===== src/logic/acc_consts.svh =====
// Constants for the channel correction control block: reset values, codes and widths.
// Assumes inclusion by bare name from the package and modules of this block.
`ifndef ACC_CONSTS_SVH
`define ACC_CONSTS_SVH
`define ACC_COEF_W        24
`define ACC_GAIN_DEFAULT  24'hc00000
`define ACC_GAIN_UNITY    24'h800000
`define ACC_OFFS_DEFAULT  24'h000000
`define ACC_OFFS_ZERO     24'h000000
`define ACC_SEL_NONE      4'h0
`define ACC_NUM_CHAN      16
`define ACC_MODE_PD_RESET 2'h1
`define ACC_PSTATE_RESET  2'h2
`define ACC_PSTATE_ON     2'h0
`define ACC_CNFG_W        24
`define ACC_CNFG_DEFAULT  24'h100000
`define ACC_CNFG_KEEP     24'he00000
`define ACC_CCTRL_W       24
`define ACC_CCTRL_DEFAULT 24'h000000
`define ACC_CCTRL_SEL_LSB 8
`define ACC_CNFG_HGR_LSB  6
`define ACC_RST_CYCLES    4
`endif


===== src/logic/acc_pkg.sv =====
// Types shared by the channel correction control block.
// Assumes acc_consts.svh is on the include path.
`include "acc_consts.svh"
package acc_pkg;
	typedef enum logic [1:0] {
		ACC_MODE_SINGLE      = 2'h0,
		ACC_MODE_PD          = 2'h1,
		ACC_MODE_CONT_SINGLE = 2'h2,
		ACC_MODE_CONT        = 2'h3
	} acc_mode_e;
	typedef enum logic [1:0] {
		ACC_ST_IDLE  = 2'h0,
		ACC_ST_CONV  = 2'h1,
		ACC_ST_RESET = 2'h2
	} acc_state_e;
	typedef struct packed {
		logic [3:0]  chan;
		logic        is_gain;
		logic        wr;
		logic [23:0] data;
	} acc_corr_req_s;
	typedef struct packed {
		logic        valid;
		logic signed [2:0] dig_gain;
		logic [1:0]  range;
	} acc_chan_info_s;
	typedef struct packed {
		logic [23:0] gain;
		logic [23:0] offset;
	} acc_coef_s;
endpackage


===== src/logic/acc_chan_decode.sv =====
// Decodes the conversion input select into validity, digital gain and range.
// Assumes a registered select and range field from the caller.
`timescale 1ns/10ps
module acc_chan_decode
	import acc_pkg::*;
(
	// Selection
	input  wire logic [3:0]     sel_in,
	input  wire logic [1:0]     hi_gain_pair_range_in,
	// Result
	output acc_chan_info_s      info_out
);
	always_comb begin
		info_out = '0;
		info_out.range = 2'h0;
		case (sel_in)
			4'h1, 4'h3, 4'h4, 4'hd: begin
				info_out.valid = 1'b1;
				info_out.dig_gain = 3'sh2;
			end
			4'h2, 4'h5, 4'he: begin
				info_out.valid = 1'b1;
				info_out.dig_gain = -3'sh2;
			end
			4'h6, 4'h9, 4'hf: begin
				info_out.valid = 1'b1;
				info_out.dig_gain = 3'sh1;
			end
			4'hc: begin
				info_out.valid = 1'b1;
				info_out.dig_gain = 3'sh2;
				info_out.range = hi_gain_pair_range_in;
			end
			default: begin
				info_out = '0;
			end
		endcase
	end
endmodule


===== src/logic/acc_coef_store.sv =====
// Per-channel offset and gain store with a write port and two read ports.
// Assumes the caller qualifies writes and supplies clear for resets.
`timescale 1ns/10ps
`include "acc_consts.svh"
module acc_coef_store
	import acc_pkg::*;
#(
	parameter int NUM_CHAN = `ACC_NUM_CHAN
)(
	// Clock and reset
	input  wire logic           sys_clk_in,
	input  wire logic           rst_n_in,
	input  wire logic           clear_in,
	// Write port
	input  wire logic           wr_in,
	input  wire logic           is_gain_in,
	input  wire logic [3:0]     wr_chan_in,
	input  wire logic [23:0]    wr_data_in,
	// Read ports
	input  wire logic [3:0]     host_chan_in,
	input  wire logic [3:0]     conv_chan_in,
	output acc_coef_s           host_coef_out,
	output acc_coef_s           conv_coef_out
);
	acc_coef_s mem [NUM_CHAN];
	initial begin
		if (NUM_CHAN != 16)
			$error("NUM_CHAN must be 16 to match the 4-bit select");
	end
	// Every channel keeps its own set; the converter reads its channel's set.
	always_ff @(posedge sys_clk_in or negedge rst_n_in) begin
		if (!rst_n_in) begin
			for (int i = 0; i < NUM_CHAN; i++) begin
				mem[i] <= {`ACC_GAIN_DEFAULT, `ACC_OFFS_DEFAULT};
			end
		end else if (clear_in) begin
			for (int i = 0; i < NUM_CHAN; i++) begin
				mem[i] <= {`ACC_GAIN_DEFAULT, `ACC_OFFS_DEFAULT};
			end
		end else if (wr_in) begin
			if (is_gain_in)
				mem[wr_chan_in].gain <= wr_data_in;
			else
				mem[wr_chan_in].offset <= wr_data_in;
		end
	end
	assign host_coef_out = mem[host_chan_in];
	assign conv_coef_out = mem[conv_chan_in];
endmodule


===== src/logic/acc_ctrl.sv =====
// Top of the channel correction control block: configuration, conversion
// sequencing, correction interlocks, software reset and thermal flags.
// Assumes a host decoder outside that turns serial frames into the strobes below.
`timescale 1ns/10ps
`include "acc_consts.svh"

// Overview of operation
// - Decode 4-bit select into input and gain.
// - Correction access allowed while running or stopped.
// - Correction write to active channel aborts conversion.
// - In continuous modes that write stops conversions.
// - Two global bypass bits for gain, offset.
// - Gain bypass uses unity coefficient 800000h.
// - Gain coefficient defaults to C00000h.
// - Offset bypass uses zero offset.
// - Software reset clears converter registers and state.
// - Hardware reset restores everything, stops conversion.
// - Thermal warning sets at 145, clears below 135.
// - Thermal warning interrupt is maskable.
// - Thermal shutdown flag drives interrupt unconditionally.
// - Shutdown resets config, keeps reference and check bits.
// - Channel pointer selects correction data registers.
// - Per-channel coefficients applied to converted channel.
module acc_ctrl
	import acc_pkg::*;
#(
	parameter int RST_CYCLES = `ACC_RST_CYCLES
)(
	// Clock and reset
	input  wire logic           sys_clk_in,
	input  wire logic           rst_n_in,
	// Configuration writes
	input  wire logic           general_configuration_wr_in,
	input  wire logic [23:0]    general_configuration_in,
	input  wire logic           general_channel_control_wr_in,
	input  wire logic [23:0]    general_channel_control_in,
	input  wire logic           converter_control_one_wr_in,
	input  wire logic           converter_power_down_in,
	input  wire logic           converter_control_two_wr_in,
	input  wire logic           gain_correction_bypass_in,
	input  wire logic           offset_correction_bypass_in,
	input  wire logic           converter_command_wr_in,
	input  wire logic [1:0]     converter_operating_mode_in,
	input  wire logic           thermal_warning_mask_in,
	// Correction access
	input  wire logic           correction_channel_pointer_wr_in,
	input  wire logic [3:0]     correction_channel_pointer_in,
	input  wire logic           correction_wr_in,
	input  wire logic           correction_is_gain_in,
	input  wire logic [23:0]    correction_data_in,
	// Converter and temperature events
	input  wire logic           conversion_done_in,
	input  wire logic           temp_warn_rise_in,
	input  wire logic           temp_warn_fall_in,
	input  wire logic           temp_shutdown_in,
	// Configuration readback
	output logic [23:0]         general_configuration_out,
	output logic [23:0]         general_channel_control_out,
	output logic [3:0]          conversion_input_select_out,
	output logic [1:0]          hi_gain_pair_range_out,
	output logic                converter_power_down_out,
	output logic                gain_correction_bypass_out,
	output logic                offset_correction_bypass_out,
	output logic [1:0]          converter_operating_mode_out,
	output logic [3:0]          correction_channel_pointer_out,
	// Correction readback and applied coefficients
	output logic [23:0]         correction_gain_out,
	output logic [23:0]         correction_offset_out,
	output logic [23:0]         applied_gain_out,
	output logic [23:0]         applied_offset_out,
	output logic signed [2:0]   digital_gain_out,
	output logic                input_valid_out,
	// Converter control and status
	output logic                converting_out,
	output logic                conversion_abort_out,
	output logic [1:0]          power_state_status_out,
	output logic                analog_output_hiz_out,
	output logic                filter_clear_out,
	// Thermal status and interrupt
	output logic                thermal_warning_flag_out,
	output logic                thermal_shutdown_flag_out,
	output logic                int_n_out
);
	initial begin
		if (RST_CYCLES < 1 || RST_CYCLES > 255)
			$error("RST_CYCLES must lie in 1..255");
	end

	acc_state_e     state;
	acc_mode_e      mode;
	acc_chan_info_s info;
	acc_coef_s      host_coef;
	acc_coef_s      conv_coef;
	logic [7:0]     rst_cnt;
	logic [3:0]     sel;
	logic           pd;
	logic           warn_mask;
	logic           hit_active;
	logic           sw_reset_start;
	logic           sw_clear;
	logic           is_cont;

	function automatic logic cont_mode(input acc_mode_e m);
		cont_mode = (m == ACC_MODE_CONT) || (m == ACC_MODE_CONT_SINGLE);
	endfunction

	assign sel = general_channel_control_out[`ACC_CCTRL_SEL_LSB +: 4];
	assign is_cont = cont_mode(mode);
	// Only a write to the channel in conversion interferes.
	assign hit_active = correction_wr_in && (state == ACC_ST_CONV) &&
		(correction_channel_pointer_out == sel);
	// A reset starts on the mode write once power-down is set, or set in the same cycle.
	assign sw_reset_start = converter_command_wr_in &&
		(converter_operating_mode_in == `ACC_MODE_PD_RESET) &&
		(pd || (converter_control_one_wr_in && converter_power_down_in));
	assign sw_clear = (state == ACC_ST_RESET) && (rst_cnt == 8'h1);

	acc_chan_decode u_decode (
		.sel_in                (sel),
		.hi_gain_pair_range_in (general_configuration_out[`ACC_CNFG_HGR_LSB +: 2]),
		.info_out              (info)
	);

	acc_coef_store u_store (
		.sys_clk_in    (sys_clk_in),
		.rst_n_in      (rst_n_in),
		.clear_in      (sw_clear),
		.wr_in         (correction_wr_in),
		.is_gain_in    (correction_is_gain_in),
		.wr_chan_in    (correction_channel_pointer_out),
		.wr_data_in    (correction_data_in),
		.host_chan_in  (correction_channel_pointer_out),
		.conv_chan_in  (sel),
		.host_coef_out (host_coef),
		.conv_coef_out (conv_coef)
	);

	// General configuration and channel control; shutdown keeps only the kept bits.
	// Shutdown outranks a host write in the same cycle, so the defaults always land.
	always_ff @(posedge sys_clk_in or negedge rst_n_in) begin
		if (!rst_n_in) begin
			general_configuration_out <= `ACC_CNFG_DEFAULT;
			general_channel_control_out <= `ACC_CCTRL_DEFAULT;
		end else if (temp_shutdown_in) begin
			general_configuration_out <= (general_configuration_out & `ACC_CNFG_KEEP) |
				(`ACC_CNFG_DEFAULT & ~`ACC_CNFG_KEEP);
			general_channel_control_out <= `ACC_CCTRL_DEFAULT;
		end else begin
			if (general_configuration_wr_in)
				general_configuration_out <= general_configuration_in;
			if (general_channel_control_wr_in)
				general_channel_control_out <= general_channel_control_in;
		end
	end

	// Converter registers, cleared by the software reset.
	always_ff @(posedge sys_clk_in or negedge rst_n_in) begin
		if (!rst_n_in) begin
			pd <= 1'b0;
			gain_correction_bypass_out <= 1'b0;
			offset_correction_bypass_out <= 1'b0;
			mode <= ACC_MODE_SINGLE;
			correction_channel_pointer_out <= 4'h0;
		end else if (sw_clear) begin
			pd <= 1'b0;
			gain_correction_bypass_out <= 1'b0;
			offset_correction_bypass_out <= 1'b0;
			mode <= ACC_MODE_SINGLE;
			correction_channel_pointer_out <= 4'h0;
		end else begin
			if (converter_control_one_wr_in)
				pd <= converter_power_down_in;
			if (converter_control_two_wr_in) begin
				gain_correction_bypass_out <= gain_correction_bypass_in;
				offset_correction_bypass_out <= offset_correction_bypass_in;
			end
			if (converter_command_wr_in)
				mode <= acc_mode_e'(converter_operating_mode_in);
			if (correction_channel_pointer_wr_in)
				correction_channel_pointer_out <= correction_channel_pointer_in;
		end
	end

	// Conversion sequencer. An aborting correction write drops to idle in every mode;
	// in the continuous modes nothing restarts until the host issues a new command,
	// so the halt after an abort needs no state of its own.
	always_ff @(posedge sys_clk_in or negedge rst_n_in) begin
		if (!rst_n_in) begin
			state <= ACC_ST_IDLE;
			rst_cnt <= 8'h0;
		end else begin
			case (state)
				ACC_ST_IDLE: begin
					if (sw_reset_start) begin
						state <= ACC_ST_RESET;
						rst_cnt <= 8'(RST_CYCLES);
					end else if (converter_command_wr_in && !pd && info.valid &&
						converter_operating_mode_in != `ACC_MODE_PD_RESET)
						state <= ACC_ST_CONV;
				end
				ACC_ST_CONV: begin
					if (sw_reset_start) begin
						state <= ACC_ST_RESET;
						rst_cnt <= 8'(RST_CYCLES);
					end else if (hit_active && is_cont)
						state <= ACC_ST_IDLE;
					else if (hit_active)
						state <= ACC_ST_IDLE;
					else if (conversion_done_in && !is_cont)
						state <= ACC_ST_IDLE;
				end
				ACC_ST_RESET: begin
					if (rst_cnt == 8'h1)
						state <= ACC_ST_IDLE;
					rst_cnt <= rst_cnt - 8'h1;
				end
				default: begin
					state <= ACC_ST_IDLE;
				end
			endcase
		end
	end

	// Converter status outputs. Power state reads powered down while the power-down
	// bit is set or a software reset runs, so a polling host sees it at once.
	always_ff @(posedge sys_clk_in or negedge rst_n_in) begin
		if (!rst_n_in) begin
			converting_out <= 1'b0;
			conversion_abort_out <= 1'b0;
			power_state_status_out <= `ACC_PSTATE_RESET;
			analog_output_hiz_out <= 1'b1;
			filter_clear_out <= 1'b1;
			converter_power_down_out <= 1'b0;
			converter_operating_mode_out <= 2'h0;
		end else begin
			converting_out <= (state == ACC_ST_CONV) && !hit_active;
			conversion_abort_out <= hit_active;
			power_state_status_out <= (state == ACC_ST_RESET || sw_clear || pd) ?
				`ACC_PSTATE_RESET : `ACC_PSTATE_ON;
			analog_output_hiz_out <= 1'b0;
			filter_clear_out <= sw_reset_start || hit_active;
			converter_power_down_out <= pd;
			converter_operating_mode_out <= mode;
		end
	end

	// Applied coefficients with global bypass.
	// The bypass bits act on every channel at once and leave the stored sets intact.
	always_ff @(posedge sys_clk_in or negedge rst_n_in) begin
		if (!rst_n_in) begin
			applied_gain_out <= `ACC_GAIN_DEFAULT;
			applied_offset_out <= `ACC_OFFS_DEFAULT;
			correction_gain_out <= `ACC_GAIN_DEFAULT;
			correction_offset_out <= `ACC_OFFS_DEFAULT;
			digital_gain_out <= 3'sh0;
			input_valid_out <= 1'b0;
			conversion_input_select_out <= `ACC_SEL_NONE;
			hi_gain_pair_range_out <= 2'h0;
		end else begin
			applied_gain_out <= gain_correction_bypass_out ?
				`ACC_GAIN_UNITY : conv_coef.gain;
			applied_offset_out <= offset_correction_bypass_out ?
				`ACC_OFFS_ZERO : conv_coef.offset;
			correction_gain_out <= host_coef.gain;
			correction_offset_out <= host_coef.offset;
			digital_gain_out <= info.dig_gain;
			input_valid_out <= info.valid;
			conversion_input_select_out <= sel;
			hi_gain_pair_range_out <= info.range;
		end
	end

	// Thermal flags and interrupt.
	// A rise and a fall in the same cycle leave the warning set.
	always_ff @(posedge sys_clk_in or negedge rst_n_in) begin
		if (!rst_n_in) begin
			thermal_warning_flag_out <= 1'b0;
			thermal_shutdown_flag_out <= 1'b0;
			warn_mask <= 1'b1;
		end else begin
			warn_mask <= thermal_warning_mask_in;
			if (temp_warn_rise_in)
				thermal_warning_flag_out <= 1'b1;
			else if (temp_warn_fall_in)
				thermal_warning_flag_out <= 1'b0;
			thermal_shutdown_flag_out <= temp_shutdown_in;
		end
	end

	// The shutdown flag ignores the mask, so it always pulls the interrupt low.
	always_ff @(posedge sys_clk_in or negedge rst_n_in) begin
		if (!rst_n_in)
			int_n_out <= 1'b1;
		else
			int_n_out <= !((thermal_warning_flag_out && !warn_mask) ||
				thermal_shutdown_flag_out);
	end
endmodule


===== config.mk =====
export PLATFORM = sky130hd
export DESIGN_NAME = acc_ctrl
export DESIGN_NICKNAME = d
export VERILOG_FILES = /design/src/logic/acc_pkg.sv /design/src/logic/acc_chan_decode.sv /design/src/logic/acc_coef_store.sv /design/src/logic/acc_ctrl.sv
export VERILOG_INCLUDE_DIRS = /design/src /design/src/logic
export SDC_FILE = /design/constraint.sdc
export NUM_CORES = 2
export LEC_CHECK = 0
export BUFFER_PORTS_ARGS = -buffer_cell sky130_fd_sc_hd__buf_4
export CAP_MARGIN = 20
export CORE_ASPECT_RATIO = 1.75
export CORE_MARGIN = 8
export CORE_UTILIZATION = 40
export CTS_BUF_LIST = sky130_fd_sc_hd__clkbuf_4 sky130_fd_sc_hd__clkbuf_8
export CTS_CLUSTER_SIZE = 20
export DETAILED_ROUTE_END_ITERATION = 10
export GPL_TIMING_DRIVEN = 0
export HOLD_SLACK_MARGIN = 0.15
export PLACE_DENSITY = 0.64
export SYNTH_ARGS = -nofsm -noshare
export SYNTH_HDL_FRONTEND = slang
export SYNTH_SLANG_ARGS = --single-unit

===== constraint.sdc =====
create_clock -name sys_clk_in -period 2.05 [get_ports sys_clk_in]
set_input_delay 0.41 -clock sys_clk_in [delete_from_list [all_inputs] [get_ports sys_clk_in]]
set_output_delay 0.41 -clock sys_clk_in [all_outputs]
set_load 0.02 [all_outputs]

Word-level counts from Yosys, hierarchy flattened
Cells that the tools add are included.
W data, S select, Z words.
- memories: 0
- memory bits (read-only): 0
- input port bits: 96
- memory bits (writable): 0
- word-level logic and storage cells: 179
- flip-flop bits (word level): 954
- latch bits: 0
- output and inout bits: 172
- divide/modulo/power cells: 0
- add/subtract/negate cells: 1
- bitwise operators: 3
- multiply operators: 0
- order comparisons: 3
- shift operators: 0
- equal/unequal tests: 23
- multiplexer cells: 46
- reductions and logical operators: 42
- operators by type and width (operator ; number):
    $mux W768 ; 3
    $bwmux W768 ; 2
    $bmux W48 S4 ; 2
    $demux W48 S4 ; 2
    $mux W48 ; 5
    $mux W24 ; 5
    $mux W21 ; 2
    $mux W2 ; 11
    $eq A4 B4 Y1 const B ; 5
    $reduce_bool A2 Y1 ; 9
    $pmux W8 S2 ; 1
    $logic_and A1 B1 Y1 ; 14
    $eq A4 B3 Y1 const B ; 3
    $pmux W4 S3 ; 1
    $ge A5 B5 Y1 const B ; 2
    $not A4 Y5 ; 2
    $eq A4 B2 Y1 const B ; 2
    $eq A8 B1 Y1 const B ; 1
    $mux W1 ; 8
    $mux W4 ; 2
    $mux W8 ; 1
    $sub A8 B1 Y8 const B ; 1
    $eq A2 B2 Y1 const B ; 3
    $logic_or A1 B1 Y1 ; 6
    other kinds (16) ; 25

Logic depth before layout (Yosys ltp)
- word-level depth: 9
- depth in mapped cells: 9
- gate-level depth less buffers: 6

Modules after synthesis
From an unflattened synthesis, not the netlist that was laid out.
- cell total of the unflattened synthesis: 3975
- area, all modules: 52460.3 um2
- modules (own cells, without submodules) (module ; area an instance (um2) ; cells an instance ; seq. area each (um2) ; times used):
    acc_coef_store ; 46076.7 ; 3534 ; 19258.5 ; 1
    acc_ctrl ; 6211.0 ; 421 ; 4642.0 ; 1
    acc_chan_decode ; 172.7 ; 20 ; 0.0 ; 1

Least setup slack after synthesis
No wires, ideal clock.
- path type: reg2reg
- start: register rst_cnt[1]
- end: register u_store.mem[602] (netlist bit)
- library setup time: 0.121 ns
- data arrival time: 2.049 ns
- slack: -0.120 ns
- cell stages (with the launch flop): 9
- data required time: 1.929 ns
- path buffers: 2
- clock period less this slack: 2.170 ns
- path through: dfrtp_1 > inv_1 > ha_1 > or4b_4 > or3_4 > buf_6 > and2_4 > buf_6 > a22o_1
- cells in the longest elaborated chain, start to end: 3
- elaborated cells between the ends (all ways): 4
- classes of those cells: eq/ne: 1; mux: 1; reduce/logical: 2
- ends and longest elaborated chain (element ; line ; source):
    start, declared ; acc_ctrl.sv:94 ; logic [7:0] rst_cnt;
    start signal, assigned ; acc_ctrl.sv:196 ; rst_cnt <= 8'(RST_CYCLES);
    start signal, assigned ; acc_ctrl.sv:204 ; rst_cnt <= 8'(RST_CYCLES);
    start signal, assigned ; acc_ctrl.sv:215 ; rst_cnt <= rst_cnt - 8'h1;
    $eq A8 B1 Y1 * ; acc_ctrl.sv:116 ; assign sw_clear = (state == ACC_ST_RESET) && (rst_cnt == 8'h1);
    $logic_and A1 B1 Y1 * ; acc_ctrl.sv:116 ;
    $mux W768 / $reduce_bool A2 Y1 (equally long branches) ; - ;
    end signal, assigned by index ; acc_coef_store.sv:34 ; mem[i] <= {`ACC_GAIN_DEFAULT, `ACC_OFFS_DEFAULT};
    end signal, assigned by index ; acc_coef_store.sv:38 ; mem[i] <= {`ACC_GAIN_DEFAULT, `ACC_OFFS_DEFAULT};
    end, declared ; acc_coef_store.sv:25 ; acc_coef_s mem [NUM_CHAN];
Mark *: on every way between the ends. The rest lies on a longest branch, timed or not.
A chain may end at the register's enable or synchronous reset.

Worst setup path in the final report
- start: register correction_channel_pointer_out[0]
- end: register u_store.mem[278] (netlist bit)
- cells in the longest elaborated chain, start to end: 9
- elaborated cells between the ends (all ways): 12
- classes of those cells: order compare: 2; mux: 8; bitwise: 1; reduce/logical: 1
- ends and longest elaborated chain (element ; line ; source):
    start, declared ; acc_ctrl.sv:65 ; output logic [3:0] correction_channel_pointer_out,
    start signal, assigned ; acc_ctrl.sv:180 ; correction_channel_pointer_out <= correction_channel_pointer_in;
    $not A4 Y5 (implied by the code) * ; acc_coef_store.sv:42, acc_coef_store.sv:44 ;
    $ge A5 B5 Y1 (implied by the code) / $lt A5 B1 Y1 (equally long branches) ; acc_coef_store.sv:42 ; mem[wr_chan_in].gain <= wr_data_in;
    $logic_and A1 B1 Y1 (implied by the code) ; acc_coef_store.sv:42 ;
    $mux W48 (implied by the code) ; acc_coef_store.sv:42 ;
    $demux W48 S4 ; acc_coef_store.sv:42 ;
    $bwmux W768 ; acc_coef_store.sv:42 ;
    $mux W768 * ; acc_coef_store.sv:41 ; if (is_gain_in)
    $mux W768 * ; acc_coef_store.sv:40 ; end else if (wr_in) begin
    $mux W768 * ; acc_coef_store.sv:36 ; end else if (clear_in) begin
Mark *: on every way between the ends. The rest lies on a longest branch, timed or not. The select of a mux whose other input is x is not followed.

==> flow_metrics.env <==
export IMPL_ys_warn_count=0
export IMPL_cts_tree="yes"
export IMPL_synth_cell_types=59
export IMPL_drive_above_1_share=0.3229
export IMPL_clk_latency_ns=0.93
export IMPL_post_route_period_util=1.222
export IMPL_critPathLaunch="correction_channel_pointer_out[0]"
export IMPL_slew_headroom=0.4301
export IMPL_switching_share=0.3172
export IMPL_async_flop_share=1.000
export IMPL_drc=0
export IMPL_peakVddDrop_v=0.0007172
export IMPL_pre_cts_ws_ns=-1.796
export IMPL_fmax_ghz=0.3993
export IMPL_switchingPower_mw=17.39
export IMPL_drt_iter0_drc=5970
export IMPL_ys_flop_type="dfrtp_1"
export IMPL_status="finished with violations"
export IMPL_drv_cap=0
export IMPL_rows=167
export IMPL_antenna_found_initial=16
export IMPL_layoutNonFillerInstCount=6445
export IMPL_fin_util=0.5265
export IMPL_portBuffers=248
export IMPL_crit_type="reg2reg"
export IMPL_gr_total_overflow=0
export IMPL_timing_rr_start="correction_channel_pointer_out[0]"
export IMPL_start_kind="flop"
export IMPL_end_kind="flop"
export IMPL_synth_commonest_cells="dfrtp_1 (911), nand2_1 (698), a22o_1 (356)"
export IMPL_dp_cells=5908
export IMPL_finalSetupViolations=874
export IMPL_syn_area_um2=47220
export IMPL_power_share_sequential=0.434
export IMPL_ctsHtreeMaxLevel=4
export IMPL_syn_avg_cell_area_um2=11.48
export IMPL_initial_utilization=0.4007
export IMPL_rsz0062_at_grt="true"
export IMPL_nets=4893
export IMPL_yosysTopAreaCellShare=0.4827
export IMPL_vias_per_cell=6.783
export IMPL_min_period_ns=2.504
export IMPL_seq_area_frac_synth=0.5061
export IMPL_die_area_um2=129700
export IMPL_ant_nets=0
export IMPL_fin_ws_ns=-0.4541
export IMPL_synth_top_area_cell="dfrtp_1"
export IMPL_p_clk_frac=0.340
export IMPL_power_density_nw_per_um2=883.6
export IMPL_boundaryPins=268
export IMPL_cts_made_buffers=152
export IMPL_areaGrowthSynthToFinish_pct=31.40
export IMPL_clk_path_buf_depth=3
export IMPL_fill_cells=10087
export IMPL_coreArea_um2=117800
export IMPL_final_hold_viol_count=0
export IMPL_grt_pass1_vias=44798
export IMPL_yosys_cell_count_top_type="dfrtp_1"
export IMPL_yosys_top_cells_area="dfrtp_1 (48%), mux4_2 (14%), a22o_1 (6.6%)"
export IMPL_violations="setup timing"
export IMPL_drt_total_wl_mm=235.9
export IMPL_fin_skew_ns=0.03786
export IMPL_worstPathArrival_ns=3.36
export IMPL_ys_ff_latch=953
export IMPL_hp_class="in2async"
export IMPL_tns_ns=-215.43
export IMPL_intPower_mw=37.43
export IMPL_gp_congestion=1.011
export IMPL_final_max_slew_viol_count=0
export IMPL_pwr_share_comb=0.226
export IMPL_drt_pass1_iterations=8
export IMPL_via_count=43715
export IMPL_die_w_um=275.7
export IMPL_critPathMaxFanout=10
export IMPL_synth_edf_count=0
export IMPL_die_h_um=470.5
export IMPL_required_ns=2.90
export IMPL_wl_per_cell_um=36.60
export IMPL_netlist_instances=4115
export IMPL_clk_transition_reported_paths_ns=0.07
export IMPL_leakage_nw=26.80
export IMPL_clock_sinks=953
export IMPL_grt_max_degree=120
export IMPL_dpl_hpwl_mm=151.0
export IMPL_grtUsageTotal=0.3478
export IMPL_grt_pass1_wl_mm=321.1
export IMPL_worst_pin_slew_ns=0.8549
export IMPL_cts_root_buffer="clkbuf_8"
## stage by stage
stage | area [µm²] | hold WS (ns) | total power [mW]
6_report | 62050 | 0.09435 | 54.83
3_3_place_gp | 51050 | 0.3741 | 33.89
5_1_grt | 62040 | 0.1149 | 56.26
2_1_floorplan | 47280 | 0.1144 | 29.86
4_1_cts | 60130 | 0.06841 | 54.00
3_5_place_dp | 51470 | 0.2815 | 34.28
## registers in the layout, summed over array words and instances (netlist names), 3 cells and up
signal / cells
correction_offset_out: 24
conversion_input_select_out: 4
applied_gain_out: 24
digital_gain_out: 3
correction_gain_out: 24
general_channel_control_out: 24
rst_cnt: 8
u_store.mem: 768
applied_offset_out: 24
correction_channel_pointer_out: 4
general_configuration_out: 24
## cell families (layout without fill, tap and decap cells)
family | Yosys count | count (layout) | share of synthesized area
AOI/OAI and AO/OA | 1067 | 1067 | 0.1600
buffers and inverters | 447 | 1249 | 0.03985
xor gates and xnor gates | 5 | 5 | 0.0009273
other | 1 | 8 | 0.00007941
muxes | 539 | 539 | 0.1912
and+or+nand+nor | 1101 | 1101 | 0.1014
DFF | 953 | 953 | 0.5061
adders and majority gates | 2 | 2 | 0.0005298
## power groups by stage
stage	logic, mW	registers (mW)	clock network [mW]
after floorplan	6.15	23.7	0
after global placement	10.1	23.7	0
after detailed placement	10.4	23.9	0
after CTS	11.8	23.6	18.7
after global routing	12.9	24.0	19.4
final	12.4	23.8	18.7
## routing by layer
layer,GRT usage,share of wire
met3,0.1121,0.11
met5,0,0.00055
met2,0.5451,0.46
met4,0.3267,0.13
met1,0.3651,0.31
## critical path: stages (launching register included)
cell and delay (ns):
dfrtp_2 0.49, buf_6 0.16, buf_16 0.13, nand3b_1 0.28
buf_6 0.24, nor3_4 0.67, clkbuf_16 0.31, a22o_1 0.14
## final timing paths
path | endpoint | slack (ns) | depth (start not counted)
hold / removal | converter_power_down_out | 0.09 | 8
min in group sys_clk_in | state[1] | 0.23 | 5
setup / recovery | u_store.mem[278] | -0.45 | 7
hold reg to reg | converter_operating_mode_out[0] | 0.39 | 0
setup reg to reg | u_store.mem[278] | -0.45 | 7
max in group asynchronous | u_store.mem[441] | 0.01 | 11
## layout by cell type (no fill, tap or decap), types with 10 or more instances in the layout
cell type      netlist  routed
dfrtp_1            911     906
nand2_1            698     693
a22o_1             356     356
buf_4                7     324
mux4_2             290     290
a21oi_1            327     269
clkbuf_8             0     254
mux2i_1            246     245
a22oi_1            237     209
dlygate4sd3_1        0     115
nor2_1             134      99
clkbuf_4             0      96
nand4_1             89      89
buf_12               0      79
clkbuf_1           278      79
nand3_1             71      67
clkbuf_2             0      60
a21oi_2              0      53
o21ai_0             70      48
buf_6                3      45
buf_8                0      42
dfstp_2             42      42
buf_16               0      39
clkbuf_16            0      36
o2bb2ai_1           65      36
nor2b_1             38      34
clkinv_2             0      31
o2bb2ai_2            0      29
a22oi_2              0      28
nor2_4               0      25
buf_2              124      19
o21ai_1              0      18
nor3_4               1      13
nor2_2               0      10
## timing repair
action | CTS | global route
pin swaps | 60 | 33
hold buffers | 121 | 2
gates resized for setup | 909 | 301
setup endpoints to repair | 893 | 986
buffers inserted | 53 | 22
endpoints found under the hold margin | 505 | 6
gates cloned | 35 | 30
## layout make-up
type	count	area (µm²)	share of cell area
inverter	6	22.52	0.0003629
clock buffer	232	2993	0.04823
buffer	435	4484	0.07227
multi-input combinational	2716	22570	0.3637
tap	1521	1903	0.03067
sequential	953	23910	0.3853
timing repair buffer	531	5782	0.09318
antenna	6	15.01	0.0002420
clock inverter	45	379.1	0.006110
Note: power is estimated with default switching activity, not from simulation.
